--- config.mk ---
export PLATFORM = sky130hd
export DESIGN_NAME = sctr_top
export DESIGN_NICKNAME = d
export VERILOG_FILES = /design/src/hw/sctr_pkg.sv /design/src/hw/sctr_top.sv
export SDC_FILE = /design/constraint.sdc
export NUM_CORES = 1
export LEC_CHECK = 0
export BUFFER_PORTS_ARGS = -buffer_cell sky130_fd_sc_hd__buf_2
export CORE_ASPECT_RATIO = 1.5
export CORE_MARGIN = 1.5
export CORE_UTILIZATION = 38
export CTS_CLUSTER_DIAMETER = 100
export CTS_CLUSTER_SIZE = 24
export DETAILED_ROUTE_END_ITERATION = 7
export PLACE_DENSITY = 0.54
export SYNTH_ARGS = -nofsm -noshare
export SYNTH_HDL_FRONTEND = slang
export SYNTH_SLANG_ARGS = --single-unit
--- constraint.sdc ---
create_clock -name clk_sys -period 5.76 [get_ports clk_sys]
set_input_delay 0.576 -clock clk_sys [delete_from_list [all_inputs] [get_ports clk_sys]]
set_output_delay 0.576 -clock clk_sys [all_outputs]
set_load 0.01 [all_outputs]
--- src/hw/sctr_pkg.sv ---
package sctr_pkg;

  // timing: system clock and derived tick counts
  localparam int unsigned CLK_PERIOD_NS = 10;
  localparam int unsigned MS_NS         = 1000000;
  // least time, rounded up to whole cycles
  localparam int unsigned MS_CYCLES     =
    (MS_NS + CLK_PERIOD_NS - 1) / CLK_PERIOD_NS;
  localparam logic [3:0]  MS_PER_10MS   = 4'ha;
  localparam logic [9:0]  MS_PER_S      = 10'h3e8;

  // constant-scan setting limit in 10 ms units, and highest program code
  localparam logic [7:0]  CONST_MAX     = 8'hc8;
  localparam logic [3:0]  PROG_MAX      = 4'hb;

  // register word addresses
  localparam logic [3:0]  OFS_PROG      = 4'h0;
  localparam logic [3:0]  OFS_MIN       = 4'h1;
  localparam logic [3:0]  OFS_COARSE    = 4'h2;
  localparam logic [3:0]  OFS_MAX       = 4'h3;
  localparam logic [3:0]  OFS_CONST     = 4'h4;
  localparam logic [3:0]  OFS_FINE      = 4'h5;
  localparam logic [3:0]  OFS_SECONDS   = 4'h6;
  localparam logic [3:0]  OFS_YEARMON   = 4'h9;

  // values after reset
  localparam logic [15:0] RST_WORD      = 16'h0000;
  localparam logic [7:0]  RST_CONST     = 8'h00;
  localparam logic [3:0]  RST_PROG      = 4'h0;

  // scan sequencer states
  typedef enum logic [1:0] {
    ST_STOP = 2'b00,
    ST_SCAN = 2'b01,
    ST_WAIT = 2'b10
  } sctr_state_t;

  // scan-time statistics kept together
  typedef struct packed {
    logic [15:0] min_t;
    logic [15:0] max_t;
    logic [15:0] coarse;
    logic [15:0] fine;
  } sctr_stat_t;

  // live scan measurement
  typedef struct packed {
    logic [15:0] ms;
    logic [15:0] ms10;
    logic [3:0]  sub;
  } sctr_meas_t;

endpackage

--- src/hw/sctr_top.sv ---
`timescale 1ns/1ps
// Functional notes
// - running_program_code holds 0 to B naming the program now executing.
// - at scan end, minimum_scan_time takes the 10 ms scan time if smaller.
// - at scan end, maximum_scan_time takes the 10 ms scan time if greater.
// - scan_time_coarse is loaded at every scan end in 10 ms units.
// - a constant-scan setting of zero starts each scan right after the last.
// - a setting N of 1 to 200 starts scans every N times 10 ms.
// - scan_time_fine is loaded at every scan end in 1 ms units.
// - in run, seconds_counter increments once per elapsed second.
// - seconds_counter wraps 32767 to -32768 like a 16-bit signed count.
// - clock_year_month has BCD year in bits 15:8 and BCD month in 7:0.
module sctr_top #(
  parameter int unsigned MS_CYCLES_P = sctr_pkg::MS_CYCLES
) (
  input  wire logic        clk_sys,
  input  wire logic        rst,
  input  wire logic [3:0]  reg_addr,
  input  wire logic [15:0] reg_wdata,
  input  wire logic        reg_wr,
  input  wire logic        reg_rd,
  output logic      [15:0] reg_rdata,
  input  wire logic        run_mode,
  input  wire logic        scan_end,
  output logic             scan_start,
  input  wire logic [3:0]  prog_code,
  input  wire logic [7:0]  cal_year_bcd,
  input  wire logic [7:0]  cal_month_bcd
);

  logic [16:0]             ms_cnt;
  logic [16:0]             next_ms_cnt;
  logic                    ms_tick;
  logic [9:0]              sec_ms;
  logic [9:0]              next_sec_ms;
  logic [15:0]             seconds;
  logic [15:0]             next_seconds;
  logic                    sec_tick;
  sctr_pkg::sctr_state_t   state;
  sctr_pkg::sctr_state_t   next_state;
  sctr_pkg::sctr_meas_t    meas;
  sctr_pkg::sctr_meas_t    next_meas;
  sctr_pkg::sctr_stat_t    stat;
  sctr_pkg::sctr_stat_t    next_stat;
  logic                    first_scan;
  logic                    next_first_scan;
  logic                    next_scan_start;
  logic                    capture;
  logic [10:0]             target_ms;
  logic [7:0]              const_n;
  logic [7:0]              next_const_n;
  logic [3:0]              prog_q;
  logic [3:0]              next_prog_q;
  logic [15:0]             year_mon;
  logic [15:0]             next_year_mon;
  logic [15:0]             next_rdata;

  // free-running 1 ms prescaler; scan times land within one tick of the true time
  always_comb begin
    ms_tick = (ms_cnt == 17'(MS_CYCLES_P - 1));
    next_ms_cnt = ms_tick ? 17'h00000 : ms_cnt + 17'h00001;
  end

  always_ff @(posedge clk_sys or posedge rst) begin
    if (rst) begin
      ms_cnt <= 17'h00000;
    end else begin
      ms_cnt <= next_ms_cnt;
    end
  end

  // seconds in run
  // sub-second count restarts outside run so the first second is whole
  always_comb begin
    sec_tick = ms_tick && (sec_ms == sctr_pkg::MS_PER_S - 10'h001);
    next_sec_ms = sec_ms;
    next_seconds = seconds;
    if (!run_mode) begin
      next_sec_ms = 10'h000;
    end else if (ms_tick) begin
      next_sec_ms = sec_tick ? 10'h000 : sec_ms + 10'h001;
    end
    if (run_mode && sec_tick) begin
      next_seconds = seconds + 16'h0001;
    end
  end

  always_ff @(posedge clk_sys or posedge rst) begin
    if (rst) begin
      sec_ms  <= 10'h000;
      seconds <= sctr_pkg::RST_WORD;
    end else begin
      sec_ms  <= next_sec_ms;
      seconds <= next_seconds;
    end
  end

  // scan sequencer with measurement counters
  // zero setting restarts at once
  // interval of N times 10 ms
  always_comb begin
    capture = (state == sctr_pkg::ST_SCAN) && run_mode && scan_end;
    target_ms = 11'(const_n) * 11'h00a;
    next_state = state;
    next_scan_start = 1'b0;
    next_first_scan = first_scan;
    next_meas = meas;
    // count ms while scanning and while waiting out the interval
    if (ms_tick) begin
      if (meas.ms != 16'hffff) begin
        next_meas.ms = meas.ms + 16'h0001;
      end
      if (meas.sub == sctr_pkg::MS_PER_10MS - 4'h1) begin
        next_meas.sub = 4'h0;
        if (meas.ms10 != 16'hffff) begin
          next_meas.ms10 = meas.ms10 + 16'h0001;
        end
      end else begin
        next_meas.sub = meas.sub + 4'h1;
      end
    end
    unique case (state)
      sctr_pkg::ST_STOP: begin
        if (run_mode) begin
          next_state = sctr_pkg::ST_SCAN;
          next_scan_start = 1'b1;
          next_first_scan = 1'b1;
        end
      end
      sctr_pkg::ST_SCAN: begin
        if (!run_mode) begin
          next_state = sctr_pkg::ST_STOP;
        end else if (scan_end) begin
          next_first_scan = 1'b0;
          if (const_n == 8'h00) begin
            next_scan_start = 1'b1;
          end else begin
            next_state = sctr_pkg::ST_WAIT;
          end
        end
      end
      sctr_pkg::ST_WAIT: begin
        if (!run_mode) begin
          next_state = sctr_pkg::ST_STOP;
        end else if (meas.ms >= 16'(target_ms)) begin
          next_state = sctr_pkg::ST_SCAN;
          next_scan_start = 1'b1;
        end
      end
      default: begin
        next_state = sctr_pkg::ST_STOP;
      end
    endcase
    if (next_scan_start) begin
      next_meas = '0;
    end
  end

  always_ff @(posedge clk_sys or posedge rst) begin
    if (rst) begin
      state      <= sctr_pkg::ST_STOP;
      scan_start <= 1'b0;
      first_scan <= 1'b1;
      meas       <= '0;
    end else begin
      state      <= next_state;
      scan_start <= next_scan_start;
      first_scan <= next_first_scan;
      meas       <= next_meas;
    end
  end

  // statistics captured at each scan end
  always_comb begin
    next_stat = stat;
    if (capture) begin
      next_stat.fine = meas.ms;
      next_stat.coarse = meas.ms10;
      if (first_scan || meas.ms10 < stat.min_t) begin
        next_stat.min_t = meas.ms10;
      end
      if (first_scan || meas.ms10 > stat.max_t) begin
        next_stat.max_t = meas.ms10;
      end
    end
  end

  always_ff @(posedge clk_sys or posedge rst) begin
    if (rst) begin
      stat <= '0;
    end else begin
      stat <= next_stat;
    end
  end

  // program code, calendar word and the writable interval setting
  always_comb begin
    next_prog_q = prog_q;
    // codes above B are not a program and are ignored
    if (prog_code <= sctr_pkg::PROG_MAX) begin
      next_prog_q = prog_code;
    end
    // year high byte, month low byte
    next_year_mon = {cal_year_bcd, cal_month_bcd};
    next_const_n = const_n;
    // settings above 200 saturate rather than wrap to a short interval
    if (reg_wr && reg_addr == sctr_pkg::OFS_CONST) begin
      if (reg_wdata > 16'(sctr_pkg::CONST_MAX)) begin
        next_const_n = sctr_pkg::CONST_MAX;
      end else begin
        next_const_n = reg_wdata[7:0];
      end
    end
  end

  always_ff @(posedge clk_sys or posedge rst) begin
    if (rst) begin
      prog_q   <= sctr_pkg::RST_PROG;
      year_mon <= sctr_pkg::RST_WORD;
      const_n  <= sctr_pkg::RST_CONST;
    end else begin
      prog_q   <= next_prog_q;
      year_mon <= next_year_mon;
      const_n  <= next_const_n;
    end
  end

  // read mux; data stands for exactly the cycle after the strobe
  always_comb begin
    next_rdata = 16'h0000;
    if (reg_rd) begin
      unique case (reg_addr)
        sctr_pkg::OFS_PROG:    next_rdata = {12'h000, prog_q};
        sctr_pkg::OFS_MIN:     next_rdata = stat.min_t;
        sctr_pkg::OFS_COARSE:  next_rdata = stat.coarse;
        sctr_pkg::OFS_MAX:     next_rdata = stat.max_t;
        sctr_pkg::OFS_CONST:   next_rdata = {8'h00, const_n};
        sctr_pkg::OFS_FINE:    next_rdata = stat.fine;
        sctr_pkg::OFS_SECONDS: next_rdata = seconds;
        sctr_pkg::OFS_YEARMON: next_rdata = year_mon;
        default:               next_rdata = 16'h0000;
      endcase
    end
  end

  always_ff @(posedge clk_sys or posedge rst) begin
    if (rst) begin
      reg_rdata <= 16'h0000;
    end else begin
      reg_rdata <= next_rdata;
    end
  end
endmodule // sctr_top

==> results.md <==
* Htree depth at 4
* Core Area at 25200 sq um
* Synth Area in XOR/XNOR at 6.15%
* Clock skew at 0.0104 ns
* Drt first pass iters at 5
* DIE AREA at 26900 sq um
* Slowest cell delay on critical path at 0.53 ns
* RSZ-0062 raised after global routing: false
* WL/cell at 18.5 um
* Slowest cell on crit path: a221oi_1
* Die W at 134 um
* Main combinational cell family by area after synthesis: simple AND/OR/NAND/NOR gates
* Reg2Reg Depth at 16
* Adder-cell area share of the yosys netlist at 8.35%
* Lkg Pwr at 0.00509 uW
* Critical path class: flop to flop
* Post-synth cell types at 65
* Final min period at 3.71 ns
* Initial DRC Count at 446
* DRT Wirelength at 24600 um
* YS warnings at 0
* Top_reg_cell synth: dfrtp_1
* Fmax at 270 MHz
* Antenna violation net count after detailed routing at 0
* IO Port Bufs at 62
* Crit path max fanout at 5
* Sink Count at 191
* Startpoint Class: flop
* Post-DP HPWL at 17800 um
* Sequential area share after synthesis at 48.6%
* Cells after Synth at 931
* Starting Density at 39.0%
* Vias in the first global route at 7235
* Asr flop ratio synth at 100%
* I/O Pins at 63
* Final GP Congestion at 0.807
* Post-Place Worst Slack at 2.08 ns
* Reg2reg end: state[1]
* Rel. slew slack at 28.4%
* GRT overflow at 0
* Post-synth net total at 1042
* Max clock buf depth at 2
* Synth Area in Compound Gates at 12.0%
* R2R setup slack at 2.05 ns
* Worst setup EP type: flop
* Cell Rows at 71
* Die H at 200 um
* Max IR drop VDD at 0.246 mV
* Buf+Inv Stages, Crit Path at 0
* Post-CTS sizing at 0
* Status: completed
* Fraction of layout cells with a size suffix above 1 at 16.9%
* Design Power at 3240 uW
* First-pass GRT wire length at 39700 um
* Largest net degree at the start of global routing at 168
* Register clock-pin slew on the reported worst setup and hold paths at 0.07 ns
* Total number of vias at 7024
* Endpoints failing hold at 0
* Yosys reg bits at 191
* Post-synth EDFFs at 0
* CTS tree: yes
* RR Startpoint: const_n[1]
* Max_cap viols at 0
* Final #Nets at 1102
* Most common cell after layout, fill and taps aside: dfrtp_1
* Fin crit share at 64.4%
* # Post-CTS Setup Buffers at 0
* Worst-Margin Slew at 1.07 ns
* Kind of cell adding the most delay to the critical path: compound AO/OA/AOI/OAI gates
* Fill cells at 2462
* Setup tns final at 0 ns
* DRC at 0
* Clock latency on the worst-skew pair at 0.45 ns
* Critical Path RT at 6.10 ns
* Commonest non-fill, non-tap cells in the layout: dfrtp_1, nor2_1, nand2_1, ha_1, buf_2
* Setup WS post-layout at 2.05 ns
* CTS Hold Buffers Added at 0
* HP Class: input pin to async pin
* Initial antenna violation count at 3
* Vias per cell at 5.27
* Synth Area in Simple Gates at 15.1%
* Final setup fails at 0
* Multiplexer share of the synthesized area at 6.02%
* Post-Syn Area at 9830 sq um
* Syn avg cell area at 10.6 sq um
* Total global-route track usage at 19.5%
* Cells along the critical path: ha_1 > ha_1 > fa_1 > a21oi_1 > nor2_1 > nor2_1 > o21bai_1 > a21oi_1 > xor2_1 > ha_1 > nand4b_1 > a21oi_1 > o31ai_1 > a221oi_1 > nor3_1 > a31o_2
* Pins Over Slew Limit at 0
* Area growth, synth to finish at 12.8%
* CP Data Arrival Time at 4.04 ns
* Root buffer cell: clkbuf_16
* TritonCTS buffer count at 17
* PwrDens at 293 nW/um^2
## area by class of cell
type                       count  area [sq um]  share of cell area [%]
clock inverter                14           148                    1.33
clock buffer                  18           429                    3.87
inverter                      58           221                    2.00
timing repair buffer          72           398                    3.59
sequential                   191          4780                    43.1
tap                          328           410                    3.70
multi-input combinational    651          4690                    42.3
antenna                        2          5.00                  0.0451
## cell usage after synthesis (2+ instances only)
cell / count / area, sq um
nor3_1: 20 / 100
a22oi_1: 40 / 300
or2_2: 2 / 12.5
nand4_2: 2 / 25.0
mux2i_1: 4 / 40.0
or3_1: 2 / 12.5
nor2_1: 92 / 345
a22o_1: 7 / 61.3
mux2_2: 35 / 394
a21oi_1: 32 / 160
a21o_1: 7 / 52.6
and3_1: 10 / 62.6
nor4_1: 7 / 43.8
o21ai_0: 35 / 175
o21ai_1: 2 / 10.0
a21boi_0: 3 / 22.5
a31oi_1: 17 / 106
buf_6: 3 / 33.8
and4_1: 4 / 35.0
o22a_1: 2 / 17.5
nand2b_1: 8 / 50.1
a222oi_1: 6 / 60.1
a221oi_1: 3 / 26.3
xor2_1: 28 / 245
ha_1: 64 / 801
inv_1: 58 / 218
nand4b_1: 3 / 26.3
nand2_1: 74 / 278
nand3b_1: 2 / 15.0
a211oi_1: 4 / 30.0
dfrtp_1: 190 / 4750
nor3_2: 2 / 20.0
xnor2_1: 41 / 359
buf_2: 11 / 55.1
mux2_4: 9 / 135
clkbuf_1: 16 / 60.1
o21bai_1: 2 / 15.0
and2_1: 8 / 50.1
nor2b_1: 2 / 12.5
nand3_1: 25 / 125
nand4_1: 25 / 156
## how the worst max path moves through the flow
stage,from,cells after the start,endpoint,slack (ns)
after floorplan,const_n[1],16,state[1],2.35
after global placement,const_n[3],16,state[1],2.16
after detailed placement,const_n[1],16,state[1],2.08
after CTS,const_n[1],16,state[1],2.06
after global routing,const_n[1],16,state[1],1.71
final,const_n[1],16,state[1],2.05
## cell families after synthesis
family / Yosys count
AND/OR/NAND/NOR: 296
flip-flops: 191
AO/OA/AOI/OAI: 172
buffers and inverters: 89
XOR/XNOR: 69
adder cells (fa/ha/maj): 65
multiplexers: 49
## per-stage QoR
stage	hold slack (ns)	instance area, sq um	utilization (%)	cells
2_1_floorplan	0.442	9830	-	931
3_3_place_gp	0.465	10500	41.6	1300
3_5_place_dp	0.461	10500	41.6	1300
4_1_cts	0.205	11100	43.9	1332
5_1_grt	0.214	11100	43.9	1333
6_report	0.198	11100	43.9	1334
## worst reg2reg max path: stages (launching register included)
cell and delay (ns):
dfrtp_1 0.43, ha_1 0.31, ha_1 0.22, fa_1 0.40
a21oi_1 0.16, nor2_1 0.06, nor2_1 0.16, o21bai_1 0.09
a21oi_1 0.19, xor2_1 0.10, ha_1 0.30, nand4b_1 0.10
a21oi_1 0.12, o31ai_1 0.10, a221oi_1 0.53, nor3_1 0.10
a31o_2 0.23
## flip-flops by register name (all words and copies together), names as in the netlist
signal / cells
const_n: 8
first_scan: 1
meas: 36
ms_cnt: 17
prog_q: 4
reg_rdata: 16
scan_start: 1
sec_ms: 10
seconds: 16
stat: 64
state: 2
year_mon: 16
## per-layer routing
layer	vias up	GRT usage, %	wire length, um
met5	-	0	16
met3	35	3.56	623
li1	3431	-	-
met4	2	7.45	599
met1	3468	22.9	10200
met2	88	35.3	13200
## where the power goes
| part | switching [uW] | internal, uW | leakage, uW |
|---|---|---|---|
| Clock | 564 | 614 | 0.000286 |
| Sequential | 89.5 | 1440 | 0.00257 |
| Combinational | 326 | 207 | 0.00224 |
| Total | 979 | 2260 | 0.00509 |
Note: power is estimated with default switching activity, not from simulation.
